==> src/hdl/cff_pkg.sv <==
package cff_pkg;
  localparam int DW = 16;
  localparam int AW = 8;
  localparam int ALARM_N = 5;
  localparam int PTR_W = 3;
  localparam int BUF_DEPTH = 8;

  // Device register offsets
  localparam logic [7:0] DEV_GENERAL = 8'h00;
  localparam logic [7:0] DEV_SHUTOFF = 8'h02;
  localparam logic [7:0] DEV_STATUS = 8'h05;
  localparam logic [7:0] DEV_MASK = 8'h07;

  // Alarm bit positions
  localparam int AL_CONV_LOST = 0;
  localparam int AL_DATA_LOST = 1;
  localparam int AL_NEAR_TWO = 2;
  localparam int AL_NEAR_ONE = 3;
  localparam int AL_COLLIDE = 4;

  // General configuration bits
  localparam int GEN_SW_TXEN = 0;
  localparam int GEN_RESYNC = 1;
  localparam int GEN_ALERT_HIGH = 3;

  localparam logic [15:0] GEN_RST = 16'h0009;
  localparam logic [4:0] MASK_RST = 5'h1f;
  localparam logic [4:0] SHUTOFF_RST = 5'h00;
  localparam logic [4:0] STATUS_RST = 5'h00;
  localparam logic [15:0] MID_CODE = 16'h8000;
  localparam logic [2:0] RESYNC_WR_PTR = 3'h4;
  localparam logic [2:0] NEAR_ONE_GAP = 3'h1;
  localparam logic [2:0] NEAR_TWO_GAP = 3'h2;
  localparam logic [2:0] LOST_EDGES = 3'h4;

  // Host register offsets and bits
  localparam logic [7:0] HOST_CTRL = 8'h00;
  localparam logic [7:0] HOST_STAT = 8'h01;
  localparam logic [7:0] HOST_DEV_DATA = 8'h02;
  localparam logic [7:0] HOST_DEV_CMD = 8'h03;
  localparam logic [7:0] HOST_DEV_RDATA = 8'h04;
  localparam int CTRL_TXEN = 0;
  localparam int CTRL_CLK_RUN = 1;
  localparam int CTRL_ALERT_HIGH = 2;
  localparam int CMD_READ = 8;
  localparam logic [2:0] CTRL_RST = 3'h4;

  localparam int CLK_PERIOD_NS = 40;
  localparam int LINK_PERIOD_NS = 320;
  localparam logic [3:0] LINK_HALF_CYC = 4'(LINK_PERIOD_NS / (2 * CLK_PERIOD_NS));

  typedef enum logic [1:0] {
    CFF_IDLE = 2'b00,
    CFF_ISSUE = 2'b01,
    CFF_WAIT = 2'b11
  } cff_host_st_e;
endpackage

==> src/hdl/cff_link_if.sv <==
`timescale 1ns/1ns
interface cff_link_if;
  logic link_clk;
  logic [15:0] link_data;
  logic tx_enable;
  logic alert;
  logic [7:0] reg_addr;
  logic [15:0] reg_wdata;
  logic reg_wr;
  logic reg_rd;
  logic [15:0] reg_rdata;

  modport device(
    input link_clk, link_data, tx_enable, reg_addr, reg_wdata, reg_wr, reg_rd,
    output alert, reg_rdata
  );
  modport host(
    output link_clk, link_data, tx_enable, reg_addr, reg_wdata, reg_wr, reg_rd,
    input alert, reg_rdata
  );
endinterface

==> src/hdl/cff_loss_det.sv <==
`timescale 1ns/1ns
module cff_loss_det (
  // Clock and reset
  input wire logic clock,
  input wire logic reset_n,
  // Edge pulses of the watched and the reference clock
  input wire logic mon_edge,
  input wire logic ref_edge,
  // Level while the watched clock is absent
  output logic lost
);
  logic [2:0] cnt_q;
  logic [2:0] cnt_d;
  logic lost_q;

  assign cnt_d = mon_edge ? 3'h0 :
                 (ref_edge && cnt_q != cff_pkg::LOST_EDGES) ? cnt_q + 3'h1 : cnt_q;
  assign lost = lost_q;

  always_ff @(posedge clock) begin
    if (!reset_n) begin
      cnt_q <= 3'h0;
      lost_q <= 1'b0;
    end else begin
      cnt_q <= cnt_d;
      lost_q <= (cnt_d == cff_pkg::LOST_EDGES);
    end
  end
endmodule

==> src/hdl/cff_device.sv <==
// Implementation choices: the placing of the registers and strobed register access.
`timescale 1ns/1ns
module cff_device (
  // Clock and reset
  input wire logic clock,
  input wire logic reset_n,
  // Link to the host
  cff_link_if.device link,
  // Converter side
  input wire logic conv_clk,
  output logic [15:0] dac_code,
  output logic dac_on
);
  // Synchronisers for link clock, link data, transmit enable and conversion clock
  logic [1:0] lclk_s;
  logic [1:0] conv_s;
  logic [1:0] txen_s;
  logic [15:0] ldata_s1;
  logic [15:0] ldata_s2;
  logic lclk_prev_q;
  logic conv_prev_q;

  // Registers
  logic [15:0] general_q;
  logic [4:0] shutoff_q;
  logic [4:0] mask_q;
  logic [4:0] status_q;
  logic [4:0] status_d;
  logic [15:0] rdata_q;
  logic alert_q;

  // Buffer
  localparam int BUF_DEPTH_L = cff_pkg::BUF_DEPTH;
  logic [15:0] mem_q [BUF_DEPTH_L];
  logic [2:0] wr_q;
  logic [2:0] rd_q;
  logic [15:0] dac_code_q;
  logic [15:0] dac_code_d;
  logic dac_on_q;

  function automatic logic [2:0] cff_gap(input logic [2:0] a, input logic [2:0] b);
    logic [2:0] f;
    logic [2:0] r;
    f = a - b;
    r = b - a;
    cff_gap = (f < r) ? f : r;
  endfunction

  function automatic logic cff_hit(input logic [7:0] addr, input logic [7:0] off);
    cff_hit = (addr == off);
  endfunction

  // Edge detection, reading only second stages
  wire data_rise = lclk_s[1] & ~lclk_prev_q;
  wire conv_rise = conv_s[1] & ~conv_prev_q;

  // Register decode
  wire wr_gen = link.reg_wr & cff_hit(link.reg_addr, cff_pkg::DEV_GENERAL);
  wire wr_shut = link.reg_wr & cff_hit(link.reg_addr, cff_pkg::DEV_SHUTOFF);
  wire wr_stat = link.reg_wr & cff_hit(link.reg_addr, cff_pkg::DEV_STATUS);
  wire wr_mask = link.reg_wr & cff_hit(link.reg_addr, cff_pkg::DEV_MASK);
  wire resync = wr_gen & link.reg_wdata[cff_pkg::GEN_RESYNC];

  wire [1:0] mon_edges = {data_rise, conv_rise};
  wire [1:0] ref_edges = {conv_rise, data_rise};
  wire [1:0] lost;

  genvar g;
  generate
    for (g = 0; g < 2; g++) begin : g_loss
      cff_loss_det u_det (
        .clock(clock),
        .reset_n(reset_n),
        .mon_edge(mon_edges[g]),
        .ref_edge(ref_edges[g]),
        .lost(lost[g])
      );
    end
  endgenerate

  // Pointer distance checks
  wire [2:0] gap = cff_gap(wr_q, rd_q);
  wire [4:0] events;
  assign events[cff_pkg::AL_CONV_LOST] = lost[0];
  assign events[cff_pkg::AL_DATA_LOST] = lost[1];
  assign events[cff_pkg::AL_NEAR_TWO] = (gap <= cff_pkg::NEAR_TWO_GAP);
  assign events[cff_pkg::AL_NEAR_ONE] = (gap <= cff_pkg::NEAR_ONE_GAP);
  assign events[cff_pkg::AL_COLLIDE] = (gap == 3'h0);

  // Sticky bits, set wins over clear
  assign status_d = (wr_stat ? (status_q & link.reg_wdata[4:0]) : status_q) | events;

  wire alarm_any = |(status_q & ~mask_q);

  wire tx_on = txen_s[1] & general_q[cff_pkg::GEN_SW_TXEN];
  wire [4:0] armed = status_q & shutoff_q;
  wire shut_hold = armed[cff_pkg::AL_CONV_LOST];
  // Mid code on data clock loss or pointer collision
  wire shut_mid = armed[cff_pkg::AL_DATA_LOST] | armed[cff_pkg::AL_COLLIDE];

  assign dac_code_d = shut_hold ? dac_code_q :
                      (shut_mid | ~tx_on) ? cff_pkg::MID_CODE :
                      conv_rise ? mem_q[rd_q] : dac_code_q;

  wire [15:0] rd_mux =
    cff_hit(link.reg_addr, cff_pkg::DEV_GENERAL) ? (general_q & 16'hfffd) :
    cff_hit(link.reg_addr, cff_pkg::DEV_SHUTOFF) ? {11'h000, shutoff_q} :
    cff_hit(link.reg_addr, cff_pkg::DEV_STATUS) ? {11'h000, status_q} :
    cff_hit(link.reg_addr, cff_pkg::DEV_MASK) ? {11'h000, mask_q} : 16'h0000;

  assign link.alert = alert_q;
  assign link.reg_rdata = rdata_q;
  assign dac_code = dac_code_q;
  assign dac_on = dac_on_q;

  always_ff @(posedge clock) begin
    if (!reset_n) begin
      lclk_s <= 2'h0;
      conv_s <= 2'h0;
      txen_s <= 2'h0;
      ldata_s1 <= 16'h0000;
      ldata_s2 <= 16'h0000;
      lclk_prev_q <= 1'b0;
      conv_prev_q <= 1'b0;
    end else begin
      lclk_s <= {lclk_s[0], link.link_clk};
      conv_s <= {conv_s[0], conv_clk};
      txen_s <= {txen_s[0], link.tx_enable};
      ldata_s1 <= link.link_data;
      ldata_s2 <= ldata_s1;
      lclk_prev_q <= lclk_s[1];
      conv_prev_q <= conv_s[1];
    end
  end

  always_ff @(posedge clock) begin
    if (!reset_n) begin
      general_q <= cff_pkg::GEN_RST;
      shutoff_q <= cff_pkg::SHUTOFF_RST;
      mask_q <= cff_pkg::MASK_RST;
      status_q <= cff_pkg::STATUS_RST;
      rdata_q <= 16'h0000;
    end else begin
      general_q <= wr_gen ? (link.reg_wdata & 16'hfffd) : general_q;
      shutoff_q <= wr_shut ? link.reg_wdata[4:0] : shutoff_q;
      mask_q <= wr_mask ? link.reg_wdata[4:0] : mask_q;
      status_q <= status_d;
      rdata_q <= link.reg_rd ? rd_mux : 16'h0000;
    end
  end

  always_ff @(posedge clock) begin
    if (!reset_n) begin
      // Polarity reset is active high, so idle is low
      alert_q <= 1'b0;
    end else begin
      alert_q <= alarm_any ~^ general_q[cff_pkg::GEN_ALERT_HIGH];
    end
  end

  // Buffer storage, one entry written per data clock rising edge
  generate
    for (g = 0; g < BUF_DEPTH_L; g++) begin : g_mem
      always_ff @(posedge clock) begin
        if (!reset_n) begin
          mem_q[g] <= 16'h0000;
        end else if (data_rise && wr_q == 3'(g)) begin
          mem_q[g] <= ldata_s2;
        end
      end
    end
  endgenerate

  always_ff @(posedge clock) begin
    if (!reset_n) begin
      wr_q <= 3'h0;
      rd_q <= 3'h0;
    end else if (resync) begin
      wr_q <= cff_pkg::RESYNC_WR_PTR;
      rd_q <= 3'h0;
    end else begin
      wr_q <= data_rise ? wr_q + 3'h1 : wr_q;
      // Read side never waits for writes
      rd_q <= conv_rise ? rd_q + 3'h1 : rd_q;
    end
  end

  always_ff @(posedge clock) begin
    if (!reset_n) begin
      dac_code_q <= cff_pkg::MID_CODE;
      dac_on_q <= 1'b0;
    end else begin
      dac_code_q <= dac_code_d;
      dac_on_q <= tx_on & ~shut_hold & ~shut_mid;
    end
  end
endmodule

==> src/flat_wrapper.sv <==
// flat-port wrapper written by rule: the top's interface ports become plain ports
module cff_device_flat 
  (clock, reset_n, conv_clk, dac_code, dac_on, link_link_clk, link_link_data, link_tx_enable, link_reg_addr, link_reg_wdata, link_reg_wr, link_reg_rd, link_alert, link_reg_rdata);
  cff_link_if link_i ();
  input wire logic clock;
  input wire logic reset_n;
  input wire logic conv_clk;
  output logic [15:0] dac_code;
  output logic dac_on;
  input wire logic [$bits(link_i.link_clk)-1:0] link_link_clk;
  input wire logic [$bits(link_i.link_data)-1:0] link_link_data;
  input wire logic [$bits(link_i.tx_enable)-1:0] link_tx_enable;
  input wire logic [$bits(link_i.reg_addr)-1:0] link_reg_addr;
  input wire logic [$bits(link_i.reg_wdata)-1:0] link_reg_wdata;
  input wire logic [$bits(link_i.reg_wr)-1:0] link_reg_wr;
  input wire logic [$bits(link_i.reg_rd)-1:0] link_reg_rd;
  output wire logic [$bits(link_i.alert)-1:0] link_alert;
  output wire logic [$bits(link_i.reg_rdata)-1:0] link_reg_rdata;
  assign link_i.link_clk = link_link_clk;
  assign link_i.link_data = link_link_data;
  assign link_i.tx_enable = link_tx_enable;
  assign link_i.reg_addr = link_reg_addr;
  assign link_i.reg_wdata = link_reg_wdata;
  assign link_i.reg_wr = link_reg_wr;
  assign link_i.reg_rd = link_reg_rd;
  assign link_alert = link_i.alert;
  assign link_reg_rdata = link_i.reg_rdata;
  cff_device u_core (.clock(clock), .reset_n(reset_n), .link(link_i), .conv_clk(conv_clk), .dac_code(dac_code), .dac_on(dac_on));
endmodule
==> config.mk <==
export PLATFORM = sky130hd
export DESIGN_NAME = cff_device_flat
export DESIGN_NICKNAME = d
export VERILOG_FILES = /design/src/hdl/cff_pkg.sv /design/src/hdl/cff_link_if.sv /design/src/hdl/cff_loss_det.sv /design/src/hdl/cff_device.sv /design/src/flat_wrapper.sv
export SDC_FILE = /design/constraint.sdc
export NUM_CORES = 1
export LEC_CHECK = 0
export CAP_MARGIN = 20
export CORE_UTILIZATION = 50
export CTS_CLUSTER_DIAMETER = 200
export DETAILED_ROUTE_END_ITERATION = 7
export DONT_BUFFER_PORTS = 1
export PLACE_DENSITY = 0.68
export SLEW_MARGIN = 20
export SYNTH_ARGS = -nofsm -noshare
export SYNTH_HDL_FRONTEND = slang
export SYNTH_SLANG_ARGS = --single-unit
==> constraint.sdc <==
create_clock -name clock -period 2.21 [get_ports clock]
set_clock_uncertainty 0.2 [all_clocks]
set_input_delay 0.3315 -clock clock [delete_from_list [all_inputs] [get_ports clock]]
set_output_delay 0.3315 -clock clock [all_outputs]
set_load 0.02 [all_outputs]
; Yosys cells after proc, flatten, opt, wreduce, memory -nomap -nowiden
; Memories as Yosys holds them, arrays and structs flattened. A register that Yosys moved wholly into a read port is not among the register bits.
; Index checks and enable logic that the tools add are counted.
[totals]
memories = 1
output_inout_bits = 34
reg_bits = 118
ramBits = 128
inputBits = 47
wordCells = 149
[mem_list]
columns = name, depth, word_bits, read_ports, rd_clocked_by_memory_dff, write_ports, line_no
row1 = u_core.mem_q, 8, 16, 1, 1, 8, cff_device.sv:34  ; logic [15:0] mem_q [BUF_DEPTH_L];
[op_classes]
bitwise = 33
n_reduce_logical = 20
add_sub_neg = 6
eq_ne = 14
n_mux = 49
magnitude_cmp = 3
[op_table]
columns = operator, n
row1 = 16-bit 2-to-1 mux, 13
row2 = 3-bit 2-to-1 mux, 9
row3 = 1-bit 2-to-1 mux, 25
row4 = 3-bit equality test (second input constant), 6
row5 = 8-bit by 3-bit equality test with 1-bit output (second input constant), 2
row6 = 5-bit bitwise AND, 3
row7 = 3-bit by 1-bit adder with 3-bit output (second input constant), 4
row8 = 1-bit bitwise AND, 10
row9 = 1-bit logical AND, 10
row10 = 5-bit 2-to-1 mux, 2
row11 = 1-bit OR, 10
row12 = 8-bit by 2-bit equality test with 1-bit output (second input constant), 1
row13 = 8-bit zero test, 1
row14 = 1-bit NOT, 7
row15 = 3-bit by 2-bit equality test with 1-bit output (second input constant), 2
row16 = 3-bit zero test, 2
row17 = 3-bit != test (second input constant), 2
row18 = 3-bit subtractor, 2
row19 = 5-bit NOT, 1
row20 = 5-bit OR, 1
row21 = 5-bit OR reduction, 1
row22 = 2-bit AND reduction, 2
row23 = 2-bit nonzero test, 2
row24 = 3-bit by 1-bit equality test with 1-bit output (second input constant), 1
row25 = 6 further kinds, 6

; Depth between registers and ports, before layout
[depth]
word_depth = 7
mapped_depth = 10
mapped_depth_nobuf = 10

; Hierarchy
; From an unflattened synthesis, not the netlist that was laid out.
[hier_totals]
cells_unflattened = 775
area_unflattened_um2 = 10099.7
[by_module_without_submodules]
columns = module, cells_per_inst, instances, area_per_inst_um2, seq_area_each_um2
row1 = cff_device, 735, 1, 9686.8, 6105.9
row2 = cff_loss_det, 20, 2, 206.4, 80.1

; Worst setup path after synthesis
; OpenSTA, ideal clock, no wires.
[synth_path]
path_kind = flip-flop to flip-flop
startpoint = reg u_core.wr_q[0]
endpoint = reg u_core.status_q[4]
t_required_ns = 1.918
path_slack_ns = -0.075
arrival_ns = 1.993
n_path_buf = 0
path_stages_with_launch = 10
period_less_slack_ns = 2.285
setup_time_ns = 0.092
cell_sequence = dfxtp_1 -> inv_1 -> ha_1 -> fa_1 -> xnor2_1 -> ha_1 -> inv_1 -> o21ai_0 -> a21o_1 -> o32ai_1
[synth_between]
elab_chain_cells = 5
word_cells_on_any_way = 6
classes_between = add/sub (2) / order compare (1) / mux (1) / bitwise (1) / reduce/logical (1)
[synth_lines]
columns = element, line_no
row1 = start: declaration, cff_device.sv:35  ; logic [2:0] wr_q;
row2 = start signal: assignment, cff_device.sv:179  ; wr_q <= cff_pkg::RESYNC_WR_PTR;
row3 = start signal: assignment, cff_device.sv:182  ; wr_q <= data_rise ? wr_q + 3'h1 : wr_q;
row4 = "3-bit subtractor, on equally long branches", "cff_device.sv:44, cff_device.sv:45"
row5 = 3-bit < comparator, cff_device.sv:46  ; cff_gap = (f < r) ? f : r;
row6 = 3-bit 2-to-1 mux (*), cff_device.sv:46
row7 = 3-bit zero test (*), cff_device.sv:88  ; assign events[cff_pkg::AL_COLLIDE] = (gap == 3'h0);
row8 = 5-bit OR (*), cff_device.sv:91  ; assign status_d = (wr_stat ? (status_q & link.reg_wdata[4:0]) : status_q) | events;
row9 = end signal: assignment, cff_device.sv:141  ; status_q <= cff_pkg::STATUS_RST;
row10 = end signal: assignment, cff_device.sv:147  ; status_q <= status_d;
row11 = end: declaration, cff_device.sv:27  ; logic [4:0] status_q;
; Every way passes the cells marked *; elsewhere a longest branch is shown, timed or not.
; A chain may end at the register's enable or synchronous reset.

; Final worst setup path
; Same ends and word-level chain as after synthesis.

==> impl_results.md <==
- Clock Pin Slew Worst Setup and Hold Paths: roughly 0.06 ns
- Final setup fails: 1
- Initial Util: 0.518
- DR vias: 6552
- CTS tree: yes
- Worst min path class: primary input to register
- Synth warn: 0
- Xor/xnor share of the synthesized area: 0.00684
- Initial DRC Count: 380
- Status: finished, violations left
- Die footprint: 21100 µm²
- Storage element area: 6270 µm²
- NumNets Final: slightly above 900
- Largest net degree at the start of global routing: 57
- FF+latch count, synth: 249
- Fin. max-slew vios: 0
- Fill cell count: 1471
- Slew HR: 0.580
- Violated checks: setup timing
- Max-cap viol count: 0
- Placed insts: ~1000
- CP required: around 2.5 ns
- Post-route ant nets: 0
- Die X: 145 µm
- 1st-pass router iterations: 4
- CP arrival: 2.49 ns
- Pin slew with the least headroom to its limit: 0.621 ns
- WL per Instance: around 21 µm
- Cells after synthesis: 778
- Static Leakage: 4.98 nW
- Number of vias per cell: 5.78
- CTS root buffer: clkbuf_16
- Syn avg cell area: between 10 and 15 µm²
- Synth Area in Simple Gates: 0.169
- Mapped Nets: roughly 840
- Area grow syn2layout: 19.9%
- Total GRT Usage: 0.225
- Share of cells above drive strength 1: 0.141
- Endpoint class of the critical path: register
- Main combinational cell family by area after synthesis: simple AND/OR/NAND/NOR gates
- Number of global-route vias before repair: ~6700
- CP max stage cell: fa_2
- Mapped Area: 10200 µm²
- Multi-input gate area: 3800 µm²
- Critical path class: register to register
- Max Freq: 444 MHz
- Crit Path Max Fanout: 3
- Final std cells w/o fill: 1134
- Final period util: 1.02
- Initial antenna violation count: 1
- Max VDD drop: 0.000582 V
- CP top delay family: adder cells
- PD cells: 797 nW/µm²
- Boundary Pins: 81
- Synth top area share: 0.375
- Synth Area in Adders: 0.0222
- CTS sink count: 249
- CP Cell Sequence: inv_1, ha_2, fa_2, xnor2_4, ha_4, nor2b_4, o21ai_1, a21o_1, o32ai_2
- Worst path bufs/invs: 1
- Post-synth top area cell: edfxtp_1
- Placement Setup Slack: -0.134 ns
- Critical path startpoint category: register
- Row count: 51
- DP Wirelength: 14.0 mm
- Core area: between 15000 and 20000 µm²
- Top_reg_cell synth: edfxtp_1
- # port buffers: 0
- Synth top area cells: edfxtp_1, dfxtp_1, mux4_1, and2_1, and3_1
- Synth cell types: 53
- Worst-case clock buffer depth: 3
- CP peak stage delay: 0.40 ns
- Number of synthesized flops with an enable pin: roughly 130
- Die height: 145 µm
- Period minus WS final: 2.25 ns
- Post-synthesis async set-or-reset flop share: 0
- Fin. Hold Viols: 0
- Final WS setup: -0.0437 ns
- Detailed Route WL: 23.7 mm
- Clock buffer count from CTS: 26
- Top post-synthesis cells by count: edfxtp_1, dfxtp_1, and2_1
- Sequential area share after synthesis: 0.612
- Residual overflow from global routing: 0
- DRC viols: 0
- Count leader, synth: edfxtp_1
- Gpl congestion: 0.872
- H-tree depth: 1
- RSZ-0062 raised after global routing: true
- Multiplexer share of the synthesized area: 0.114
- Clk_lat worst skew: 0.53 ns
- First-pass GRT wire length: roughly 37 mm
- Synth Area in Compound Gates: 0.0479
-- through the flow --
| step | hold slack [ns] | instance area, µm² | total power [mW] | utilization | setup TNS, ns |
|---|---|---|---|---|---|
| 6_report | 0.0175 | 12300 | 9.79 | 0.621 | -0.0437 |
| 5_1_grt | 0.00289 | 12300 | 10.1 | 0.621 | -0.355 |
| 4_1_cts | 0.00456 | 12200 | 9.80 | 0.615 | -0.673 |
| 3_5_place_dp | 0.203 | 10800 | 5.59 | 0.546 | -0.241 |
| 3_3_place_gp | 0.200 | 10800 | 5.57 | 0.546 | -0.0167 |
| 2_1_floorplan | 0.212 | 10200 | 5.42 | - | 0 |
-- metal layers --
| layer | part of all wire | track usage | vias up |
|---|---|---|---|
| li1 | - | - | 2979 |
| met1 | 0.41 | 0.290 | 3235 |
| met2 | 0.48 | 0.378 | 295 |
| met3 | 0.078 | 0.0497 | 43 |
| met4 | 0.023 | 0.0684 | 0 |
| met5 | 0 | 0 | - |
-- placed cells by master, fill, tap and decap left out, types with 5 or more instances in the layout --
| cell type | instances |
|---|---|
| nand3_1 | 7 |
| clkbuf_8 | 5 |
| mux2i_1 | 18 |
| clkbuf_16 | 27 |
| buf_12 | 15 |
| dlygate4sd3_1 | 51 |
| buf_4 | 24 |
| mux2_2 | 15 |
| clkbuf_1 | 10 |
| mux4_2 | 6 |
| o21ai_0 | 8 |
| and3_1 | 86 |
| edfxtp_1 | 128 |
| inv_1 | 13 |
| mux4_1 | 26 |
| nor2_1 | 21 |
| a22o_1 | 18 |
| ha_1 | 11 |
| and2_1 | 100 |
| a21oi_1 | 24 |
| nand2_1 | 61 |
| dfxtp_1 | 118 |
-- report_power, final --
| part | switching (mW) | total, mW | leakage [nW] | internal (mW) |
|---|---|---|---|---|
| registers | 0.0698 | 5.06 | 2.31 | 4.99 |
| logic | 0.299 | 0.585 | 2.27 | 0.286 |
| clock network | 1.73 | 4.15 | 0.400 | 2.42 |
| total | 2.09 | 9.79 | 4.98 | 7.70 |
-- cell type report --
cell class / instances / share of cell area
antenna: 1 / 0.000204
tap: 265 / 0.0270
clock buffer: 43 / 0.0641
inverter: 16 / 0.00489
clock inverter: 3 / 0.00224
multi-input combinational: 466 / 0.309
timing repair buffer: 91 / 0.0816
sequential: 249 / 0.510
-- worst paths after layout --
path                                                    start  cells after the start                          endpoint  slack (ns)
worst max-delay path              u_core.wr_q[0]$_SDFFE_PP0P_                      9     u_core.status_q[4]$_SDFF_PN0_       -0.04
worst min-delay path                                  reset_n                      2  u_core.mem_q[4][0]$_SDFFCE_PN0P_        0.02
worst max register to register    u_core.wr_q[0]$_SDFFE_PP0P_                      9     u_core.status_q[4]$_SDFF_PN0_       -0.04
worst min register to register  u_core.ldata_s1[0]$_SDFF_PN0_                      1     u_core.ldata_s2[0]$_SDFF_PN0_        0.23
-- flip-flops by register name, summed over array words and instances, names as in the netlist, 3 cells and up, named ones only --
register                   cells
u_core.rd_q                    3
u_core.ldata_s1               16
u_core.mask_q                  5
u_core.general_q              15
u_core.mem_q                 128
u_core.link.reg_rdata         16
u_core.status_q                5
u_core.wr_q                    3
u_core.dac_code               16
u_core.ldata_s2               16
u_core.shutoff_q               5
u_core.g_loss.u_det.cnt_q      6
-- logic make-up after synthesis --
group,after synthesis
AOI/OAI and AO/OA,72
adders and majority gates,17
and+or+nand+nor,304
DFF,249
xor gates and xnor gates,8
buffers and inverters,63
muxes,65
-- what timing repair did --
action | CTS | global route
resized for setup | 10 | 19
pin swaps | 4 | 8
setup endpoints to repair | 3 | 52
buffers inserted | 0 | 1
hold buffers | 51 | 1
hold endpoints to repair | 114 | 1
No activity file was read; power rests on OpenSTA's default activity.
